<file path="config.mk">
export PLATFORM = sky130hd
export DESIGN_NAME = fault_status_capture
export DESIGN_NICKNAME = d
export VERILOG_FILES = /design/src/include/fault_status_pkg.sv /design/src/hdl/fault_status_capture.sv /design/src/hdl/fault_addr_store.sv
export VERILOG_INCLUDE_DIRS = /design/src /design/src/include
export SDC_FILE = /design/constraint.sdc
export NUM_CORES = 1
export LEC_CHECK = 0
export ABC_AREA = 1
export BUFFER_PORTS_ARGS = -buffer_cell sky130_fd_sc_hd__buf_2
export CORE_ASPECT_RATIO = 1.25
export CORE_UTILIZATION = 45
export CTS_CLUSTER_SIZE = 10
export DETAILED_ROUTE_END_ITERATION = 8
export PLACE_DENSITY = 0.79
export SLEW_MARGIN = 0
export SYNTH_ARGS = -nofsm -noshare
export SYNTH_HDL_FRONTEND = slang
export SYNTH_SLANG_ARGS = --single-unit
</file>
<file path="constraint.sdc">
create_clock -name clk_sys -period 1.6 [get_ports clk_sys]
set_clock_uncertainty 0.2 [all_clocks]
set_input_delay 0.24 -clock clk_sys [delete_from_list [all_inputs] [get_ports clk_sys]]
set_output_delay 0.24 -clock clk_sys [all_outputs]
set_load 0.05 [all_outputs]
</file>
<file path="src/include/fault_status_consts.svh">
// offsets, field positions, reset values for fault status capture
`ifndef FAULT_STATUS_CONSTS_SVH
`define FAULT_STATUS_CONSTS_SVH
`define CFSR_ADDR 32'hE000ED28
`define CFSR_ADDR_B1 32'hE000ED29
`define CFSR_ADDR_H1 32'hE000ED2A
`define HFSR_ADDR 32'hE000ED2C
`define MMFAR_ADDR 32'hE000ED34
`define BFAR_ADDR 32'hE000ED38
`define CCR_ADDR 32'hE000ED14
`define BIT_IACC 0
`define BIT_DACC 1
`define BIT_MUNSTK 3
`define BIT_MSTK 4
`define BIT_MLSP 5
`define BIT_MEM_ADDR_VALID 7
`define BIT_IBUS 8
`define BIT_PRECISE 9
`define BIT_IMPRECISE 10
`define BIT_UNSTK 11
`define BIT_STK 12
`define BIT_LSP 13
`define BIT_BUS_ADDR_VALID 15
`define BIT_UNDEF 16
`define BIT_BAD_STATE 17
`define BIT_BAD_RETURN 18
`define BIT_NO_COPROC 19
`define BIT_UNALIGN 24
`define BIT_DIVZERO 25
`define BIT_VECTOR_READ 1
`define BIT_FORCED 30
`define BIT_DEBUG_RES 31
`define CTRL_BIT_MISALIGN_TRAP 3
`define CTRL_BIT_ZERO_DIV_TRAP 4
`define CTRL_IMPL_MASK 32'h00000018
`define CFSR_IMPL_MASK 32'h030FBFBB
`define HFSR_IMPL_MASK 32'hC0000002
`define WORD_RESET 32'h00000000
`define CCR_RESET 32'h00000000
`endif

</file>
<file path="src/include/fault_status_pkg.sv">
// types shared by the fault status capture block
package fault_status_pkg;
   typedef enum logic [1:0] {SZ_BYTE, SZ_HALF, SZ_WORD, SZ_NONE} access_size_t;
endpackage

</file>
<file path="src/hdl/fault_status_capture.sv">
// fault status and fault address capture with sized register access
// Notes on behaviour
// RL1: unstack bus fault sets flag, no address
// RL2: stack bus fault sets flag, no address
// RL3: lazy save bus fault sets flag
// RL4: known-address bus fault sets valid; memory faults clear it
// RL5: handler clears bus valid after escalation
// RL6: undecodable instruction sets undefined flag
// RL7: illegal status use sets invalid state, except in a cycle that also has an undefined instruction
// RL8: bad return load sets invalid pc flag
// RL9: coprocessor access sets no-coprocessor flag
// RL10: misaligned flag gated by trap, multiples always
// RL11: zero divide flagged only when trap enabled
// RL12: usage flags sticky until one written
// RL13: word, halfword, byte views of combined register
// RL14: subregister bit ranges 7:0, 15:8, 31:16
// RL15: hard fault bits read normally, write-one-clear
// RL16: software writes zero to debug bit
// RL17: escalated configurable fault sets forced bit
// RL18: vector table bus fault sets table bit
// RL19: memory address holds fault location when valid
// RL20: split misaligned access captures actual address
// RL21: precise bus error captures bus fault address
// RL22: data access violation captures access address
// RL23: reset clears flags; reserved bits read zero
`timescale 1ns/100ps
`include "fault_status_consts.svh"
module fault_status_capture
   import fault_status_pkg::*;
(
   input wire logic clk_sys, // 20 MHz system clock
   input wire logic reset_n, // sync reset, active low
   // register access side
   input wire logic [31:0] bus_addr, // register byte address
   input wire logic [1:0] bus_size, // access size, access_size_t code
   input wire logic bus_wr, // write strobe, one cycle
   input wire logic bus_rd, // read strobe, one cycle
   input wire logic [31:0] bus_wdata, // write data, lane aligned to address
   output logic [31:0] bus_rdata, // read data, lane aligned
   output logic bus_rvalid, // read data valid pulse
   // fault reports from the core, one-cycle pulses
   input wire logic ev_iacc_viol, // instruction access violation
   input wire logic ev_data_access_violation, // data access violation
   input wire logic [31:0] ev_mem_addr, // actual faulting memory address
   input wire logic ev_mstack_err, // memory fault on stacking
   input wire logic ev_munstack_err, // memory fault on unstacking
   input wire logic ev_mlazy_err, // memory fault on lazy save
   input wire logic ev_ibus_err, // instruction bus error
   input wire logic ev_precise_bus_error, // precise data bus error
   input wire logic ev_imprecise_err, // imprecise data bus error
   input wire logic [31:0] ev_bus_addr, // faulting bus address
   input wire logic ev_stack_bus_error, // bus fault on stacking
   input wire logic ev_unstack_bus_error, // bus fault on unstacking
   input wire logic ev_lazy_save_bus_error, // bus fault on lazy save
   input wire logic ev_undefined_instruction, // undecodable instruction
   input wire logic ev_invalid_state, // illegal status word use
   input wire logic ev_invalid_pc_load, // bad return value load
   input wire logic ev_coprocessor, // coprocessor access attempt
   input wire logic ev_misaligned, // misaligned single access
   input wire logic ev_misaligned_multi, // misaligned multiple or double
   input wire logic ev_zero_divide, // divide with zero divisor
   input wire logic ev_escalated, // configurable fault forced to hard
   input wire logic ev_vector_table, // bus fault on vector read
   // registered status and control views
   output logic [31:0] configurable_fault_status, // combined status, registered
   output logic [31:0] hard_fault_status, // hard fault status, registered
   output logic misaligned_trap_enable, // trap enable, registered
   output logic zero_divide_trap_enable // trap enable, registered
);
   logic [31:0] cfsr_r, cfsr_nxt;
   logic [31:0] hfsr_r, hfsr_nxt;
   logic [31:0] bfar_r, bfar_nxt;
   logic [31:0] ccr_r, ccr_nxt;
   logic [31:0] rdata_r, rdata_nxt;
   logic rvalid_r, rvalid_nxt;
   logic [31:0] mmfar_q;
   logic mmfar_load;
   logic [31:0] mmfar_data;
   logic [31:0] cfsr_set; // hardware set terms, combined status
   logic [31:0] cfsr_clr; // software clear terms, combined status
   logic [31:0] hfsr_set; // hardware set terms, hard status
   logic [31:0] hfsr_clr; // software clear terms, hard status
   logic [31:0] wr_lane; // bit mask of the accessed byte lanes
   logic cfsr_wr; // write aimed at combined status
   logic hfsr_wr; // write aimed at hard status
   logic mmfar_wr; // write aimed at memory fault address
   logic bfar_wr; // write aimed at bus fault address
   logic ccr_wr; // write aimed at control

   // byte lane mask for size and low address bits
   function automatic logic [3:0] lanes(input logic [1:0] sz, input logic [1:0] lo);
      logic [3:0] m;
      m = 4'h0;
      unique case (sz)
         SZ_BYTE: m = 4'(4'h1 << lo);
         SZ_HALF: m = lo[1] ? 4'hC : 4'h3;
         SZ_WORD: m = 4'hF;
         SZ_NONE: m = 4'h0;
      endcase
      return m;
   endfunction

   // whole-register match ignoring low two bits
   function automatic logic hit(input logic [31:0] a, input logic [31:0] base);
      return a[31:2] == base[31:2];
   endfunction

   // lane merge for partial writes of a plain read/write word
   function automatic logic [31:0] merge(input logic [31:0] cur, input logic [31:0] wd,
         input logic [31:0] m);
      return (cur & ~m) | (wd & m);
   endfunction

   // expand lane mask into bit mask
   always_comb begin
      logic [3:0] l;
      l = lanes(bus_size, bus_addr[1:0]);
      wr_lane = {{8{l[3]}}, {8{l[2]}}, {8{l[1]}}, {8{l[0]}}}; // RL13
   end

   // write decode, one strobe per register
   always_comb begin
      cfsr_wr = bus_wr & hit(bus_addr, `CFSR_ADDR);
      hfsr_wr = bus_wr & hit(bus_addr, `HFSR_ADDR);
      mmfar_wr = bus_wr & hit(bus_addr, `MMFAR_ADDR);
      bfar_wr = bus_wr & hit(bus_addr, `BFAR_ADDR);
      ccr_wr = bus_wr & hit(bus_addr, `CCR_ADDR);
   end

   // hardware set terms for combined status
   always_comb begin
      cfsr_set = 32'h00000000;
      // memory management part
      cfsr_set[`BIT_IACC] = ev_iacc_viol;
      cfsr_set[`BIT_DACC] = ev_data_access_violation;
      cfsr_set[`BIT_MUNSTK] = ev_munstack_err;
      cfsr_set[`BIT_MSTK] = ev_mstack_err;
      cfsr_set[`BIT_MLSP] = ev_mlazy_err;
      cfsr_set[`BIT_MEM_ADDR_VALID] = ev_data_access_violation; // RL19
      // bus part
      cfsr_set[`BIT_IBUS] = ev_ibus_err;
      cfsr_set[`BIT_PRECISE] = ev_precise_bus_error;
      cfsr_set[`BIT_IMPRECISE] = ev_imprecise_err;
      cfsr_set[`BIT_UNSTK] = ev_unstack_bus_error; // RL1
      cfsr_set[`BIT_STK] = ev_stack_bus_error; // RL2
      cfsr_set[`BIT_LSP] = ev_lazy_save_bus_error; // RL3
      cfsr_set[`BIT_BUS_ADDR_VALID] = ev_precise_bus_error; // RL4
      // usage part
      cfsr_set[`BIT_UNDEF] = ev_undefined_instruction; // RL6
      cfsr_set[`BIT_BAD_STATE] = ev_invalid_state & ~ev_undefined_instruction; // RL7
      cfsr_set[`BIT_BAD_RETURN] = ev_invalid_pc_load; // RL8
      cfsr_set[`BIT_NO_COPROC] = ev_coprocessor; // RL9
      cfsr_set[`BIT_UNALIGN] = (ev_misaligned & ccr_r[`CTRL_BIT_MISALIGN_TRAP])
         | ev_misaligned_multi; // RL10
      cfsr_set[`BIT_DIVZERO] = ev_zero_divide & ccr_r[`CTRL_BIT_ZERO_DIV_TRAP]; // RL11
   end

   // software clear terms, write one to clear, reserved bits ignored
   always_comb begin
      cfsr_clr = cfsr_wr ? (bus_wdata & wr_lane & `CFSR_IMPL_MASK) : 32'h00000000; // RL12
      hfsr_clr = hfsr_wr ? (bus_wdata & wr_lane & `HFSR_IMPL_MASK) : 32'h00000000; // RL15
   end

   // hardware set terms for hard status
   always_comb begin
      hfsr_set = 32'h00000000;
      hfsr_set[`BIT_FORCED] = ev_escalated; // RL17
      hfsr_set[`BIT_VECTOR_READ] = ev_vector_table; // RL18
   end

   // combined status: sticky, set beats clear, memory fault drops bus valid
   always_comb begin
      logic mem_fault;
      mem_fault = ev_iacc_viol | ev_data_access_violation | ev_mstack_err
         | ev_munstack_err | ev_mlazy_err;
      cfsr_nxt = (cfsr_r & ~cfsr_clr) | cfsr_set; // RL12
      if (mem_fault && !ev_precise_bus_error) begin
         cfsr_nxt[`BIT_BUS_ADDR_VALID] = 1'b0; // RL4
      end
      cfsr_nxt = cfsr_nxt & `CFSR_IMPL_MASK; // RL23
   end

   // hard status: sticky, set beats clear
   always_comb begin
      hfsr_nxt = ((hfsr_r & ~hfsr_clr) | hfsr_set) & `HFSR_IMPL_MASK; // RL15
   end

   // bus fault address: precise capture wins over software write
   always_comb begin
      bfar_nxt = bfar_r;
      if (ev_precise_bus_error) begin
         bfar_nxt = ev_bus_addr; // RL21
      end else if (bfar_wr) begin
         bfar_nxt = merge(bfar_r, bus_wdata, wr_lane);
      end
   end

   // control word, only the two trap enables are kept
   always_comb begin
      ccr_nxt = ccr_r;
      if (ccr_wr) begin
         ccr_nxt = merge(ccr_r, bus_wdata, wr_lane) & `CTRL_IMPL_MASK;
      end
   end

   // memory address load: capture wins over software write
   always_comb begin
      mmfar_load = 1'b0;
      mmfar_data = mmfar_q;
      if (ev_data_access_violation) begin
         mmfar_load = 1'b1;
         mmfar_data = ev_mem_addr; // RL22 RL20
      end else if (mmfar_wr) begin
         mmfar_load = 1'b1;
         mmfar_data = merge(mmfar_q, bus_wdata, wr_lane);
      end
   end

   // read path, lanes outside access read zero
   always_comb begin
      logic [31:0] w;
      w = 32'h00000000;
      if (hit(bus_addr, `CFSR_ADDR)) begin
         w = cfsr_r; // RL14
      end else if (hit(bus_addr, `HFSR_ADDR)) begin
         w = hfsr_r;
      end else if (hit(bus_addr, `MMFAR_ADDR)) begin
         w = mmfar_q;
      end else if (hit(bus_addr, `BFAR_ADDR)) begin
         w = bfar_r;
      end else if (hit(bus_addr, `CCR_ADDR)) begin
         w = ccr_r;
      end
      rvalid_nxt = bus_rd;
      rdata_nxt = bus_rd ? (w & wr_lane) : rdata_r; // RL13
   end

   // combined status register
   always_ff @(posedge clk_sys) begin
      if (!reset_n) begin
         cfsr_r <= `WORD_RESET; // RL23
      end else begin
         cfsr_r <= cfsr_nxt;
      end
   end

   // hard status register
   always_ff @(posedge clk_sys) begin
      if (!reset_n) begin
         hfsr_r <= `WORD_RESET; // RL23
      end else begin
         hfsr_r <= hfsr_nxt;
      end
   end

   // bus fault address register
   always_ff @(posedge clk_sys) begin
      if (!reset_n) begin
         bfar_r <= `WORD_RESET;
      end else begin
         bfar_r <= bfar_nxt;
      end
   end

   // control register
   always_ff @(posedge clk_sys) begin
      if (!reset_n) begin
         ccr_r <= `CCR_RESET;
      end else begin
         ccr_r <= ccr_nxt;
      end
   end

   // read port registers, data holds until the next read
   always_ff @(posedge clk_sys) begin
      if (!reset_n) begin
         rdata_r <= `WORD_RESET;
         rvalid_r <= 1'b0;
      end else begin
         rdata_r <= rdata_nxt;
         rvalid_r <= rvalid_nxt;
      end
   end

   // memory fault address lives in its own storage module
   fault_addr_store u_mmfar (
      .clk_sys(clk_sys),
      .reset_n(reset_n),
      .load(mmfar_load),
      .load_data(mmfar_data),
      .rd_data(mmfar_q)
   );

   // every output comes straight from a register
   assign bus_rdata = rdata_r;
   assign bus_rvalid = rvalid_r;
   assign configurable_fault_status = cfsr_r;
   assign hard_fault_status = hfsr_r;
   assign misaligned_trap_enable = ccr_r[`CTRL_BIT_MISALIGN_TRAP];
   assign zero_divide_trap_enable = ccr_r[`CTRL_BIT_ZERO_DIV_TRAP];
endmodule

</file>
<file path="src/hdl/fault_addr_store.sv">
// single word address holding register, loaded by capture or software write
`timescale 1ns/100ps
module fault_addr_store (
   input wire logic clk_sys, // system clock
   input wire logic reset_n, // sync reset, active low
   input wire logic load, // capture strobe
   input wire logic [31:0] load_data, // word to store
   output logic [31:0] rd_data // stored word, registered
);
   logic [31:0] word_r;
   logic [31:0] word_nxt;

   // next value selection
   always_comb begin
      word_nxt = word_r;
      if (load) begin
         word_nxt = load_data;
      end
   end

   // storage register
   always_ff @(posedge clk_sys) begin
      if (!reset_n) begin
         word_r <= `WORD_RESET;
      end else begin
         word_r <= word_nxt;
      end
   end

   assign rd_data = word_r;
endmodule

</file>
==> flow_metrics.env <==
export IMPL_synth_distinct_cells=28
export IMPL_area_growth_pct=49.39
export IMPL_cts_tree="done"
export IMPL_cp_end_kind="output pin"
export IMPL_setup_viol=0
export IMPL_peakVddDrop_uv=534.5
export IMPL_hold_violations=0
export IMPL_cap_violations=0
export IMPL_max_clock_path_buffers=2
export IMPL_critPathKind="reg2out"
export IMPL_htreeDepth=4
export IMPL_antennaDiodeCount=0
export IMPL_yosysMostFrequentCell="nand2_1"
export IMPL_yosysSeqAreaShare=0.3748
export IMPL_fp_dieH_um=136.0
export IMPL_finalCritPeriodShare=0.9961
export IMPL_synth_edf_count=0
export IMPL_ys_flop_type="dfxtp_1"
export IMPL_nNetsFinal=1479
export IMPL_path_cells="buf_4"
export IMPL_ys_ff_latch=121
export IMPL_comb_power_share=0.189
export IMPL_worst_path_max_fanout=4
export IMPL_path_buf_inv=1
export IMPL_drc=0
export IMPL_final_max_slew_violation_count=0
export IMPL_grt_ovfl_total=0
export IMPL_drt_iter0_drc=510
export IMPL_drtAntennaViolNets=0
export IMPL_clk_latency_ns=0.41
export IMPL_clockPowerShare=0.437
export IMPL_initial_core_util=0.4638
export IMPL_wire_per_inst_um=15.13
export IMPL_critical_path_top_delay_family="flip-flops"
export IMPL_antenna_found_initial=0
export IMPL_status="finished, final reports clean"
export IMPL_dp_slack_ns=-0.4669
export IMPL_layout_setup_ws_ns=0.006167
export IMPL_p_per_area_nw_per_um2=893.0
export IMPL_via_per_inst=5.278
export IMPL_synth_common_cells="nand2_1 (279), dfxtp_1 (121), nand3_1 (119)"
export IMPL_netSwitchingFraction=0.2918
export IMPL_grt_usage=0.2985
export IMPL_firstDrtPassIters=6
export IMPL_required_ns=1.16
export IMPL_rsz0062_at_grt="true"
export IMPL_synth_warnings=0
export IMPL_worst_path_max_delay_cell="dfxtp_1"
export IMPL_first_global_vias=7294
export IMPL_synth_area_leaders="dfxtp_1 (37%), nand2_1 (16%), nand3_1 (9.2%)"
export IMPL_cts_buffers=17
export IMPL_critPathLaunchType="flop"
export IMPL_critPathArrivalTime_ns=1.15
export IMPL_cts_root_buf="clkbuf_16"
export IMPL_power_leakage_nw=4.589
export IMPL_power_frac_seq=0.374
export IMPL_finalPower_w=0.008621
export IMPL_grt_pass1_wl_um=34180
export IMPL_hold_class="in2reg"
export IMPL_clock_fmax_ghz=0.6274
export IMPL_p_int_w=0.006106
export IMPL_synth_top_area_share=0.3748
export IMPL_n_fill_cell=1163
export IMPL_boundaryPins=253
export IMPL_io_buffers=210
export IMPL_ys_async_sr_fraction=0
export IMPL_post_route_min_period_ns=1.594
export IMPL_final_util=0.6929
export IMPL_clock_sinks=121
export IMPL_finalWirelength_um=22890
export IMPL_gp_congestion=0.8805
export IMPL_dieArea_um2=14850
export IMPL_vias=7985
export IMPL_synth_area_um2=6462
export IMPL_p_switching_w=0.002516
export IMPL_critPathMaxStageDelay_ns=0.48
export IMPL_core_um2=13930
export IMPL_drive_above_1_share=0.3124
export IMPL_grt_max_degree=57
export IMPL_fp_row_count=48
export IMPL_hpwlAfterDp_um=15580
export IMPL_syn_avg_cell_area_um2=6.424
export IMPL_clk_pin_slew_ns=0.06
export IMPL_synth_top_area_cell="dfxtp_1"
export IMPL_synth_cells=1006
export IMPL_fp_dieW_um=109.2
cell families (layout without fill, tap and decap cells):
group | count (synthesis) | after routing | share of synthesized area
other | 1 | 42 | 0.0005803
flip-flops | 121 | 121 | 0.3748
AO/OA/AOI/OAI | 212 | 212 | 0.1706
buffers and inverters | 166 | 457 | 0.1276
AND/OR/NAND/NOR | 506 | 506 | 0.3264
layout by cell type (no fill, tap or decap), drive strengths merged, types with 3 or more instances in the layout:
cell type    netlist  routed
nand2            283     283
dlygate4sd3        0      46
o21ai            101     101
clkinv             1       8
a21oi            100     100
clkinvlp           0       3
inv               69      69
nor3               4       4
dfxtp            121     121
buf               63     307
conb               1      42
nand3            119     119
clkbuf            33      22
nor2              89      89
and2               3       3
a22oi             10      10
nand4              5       5
area by class of cell:
type | count | area [µm²] | share of cell area
inverter | 70 | 290.3 | 0.03007
clock inverter | 12 | 125.1 | 0.01296
multi-input combinational | 760 | 3650 | 0.3780
sequential | 121 | 2422 | 0.2509
tap | 175 | 219.0 | 0.02268
clock buffer | 20 | 456.7 | 0.04730
timing repair buffer | 355 | 2491 | 0.2580
power groups by stage:
stage	combinational [W]	clock, W	sequential [W]
global route	0.00176	0.00393	0.00324
global placement	0.00142	0	0.00328
finish	0.00163	0.00376	0.00322
detailed placement	0.00144	0	0.00328
floorplan	0.000831	0	0.00339
CTS	0.00154	0.00378	0.00322
through the flow:
stage / setup TNS, ns / std cells / hold WS (ns) / cell area, µm²
after floorplan: -5.104 / 1047 / 0.1695 / 6763
after global placement: -41.41 / 1423 / 0.2325 / 8233
after detailed placement: -42.53 / 1423 / 0.2407 / 8233
after CTS: -0.01719 / 1500 / 0.001879 / 9286
after global routing: -0.3612 / 1513 / 0.02464 / 9654
final: 0 / 1513 / 0.003264 / 9654
layer usage:
metal / vias up / wire [µm] / global-route usage / share of wire
li1: 3848 / - / - / -
met1: 3653 / 8905 / 0.3490 / 0.39
met2: 428 / 11520 / 0.5262 / 0.50
met3: 56 / 1733 / 0.05417 / 0.076
met4: 0 / 730 / 0.1296 / 0.032
met5: - / 0 / 0 / 0
what timing repair did:
item	CTS	global route
gates cloned	0	2
buffers inserted	0	10
hold buffers	45	1
resized for setup	5	83
endpoints found under the setup margin	38	106
pin swaps	0	39
hold endpoints to repair	45	1
path summary, 6_finish.rpt:
path                                            start                                  endpoint  slack (ns)  depth (start not counted)
min                                   ev_bus_addr[16]                                      flop       0.003                          5
min reg2reg                                      flop                                      flop        0.25                          2
max reg2reg  configurable_fault_status[15]$_SDFF_PP0_  configurable_fault_status[15]$_SDFF_PP0_        0.31                          4
max                                              flop                    misaligned_trap_enable       0.006                          1
(Power assumes the default switching activity.)
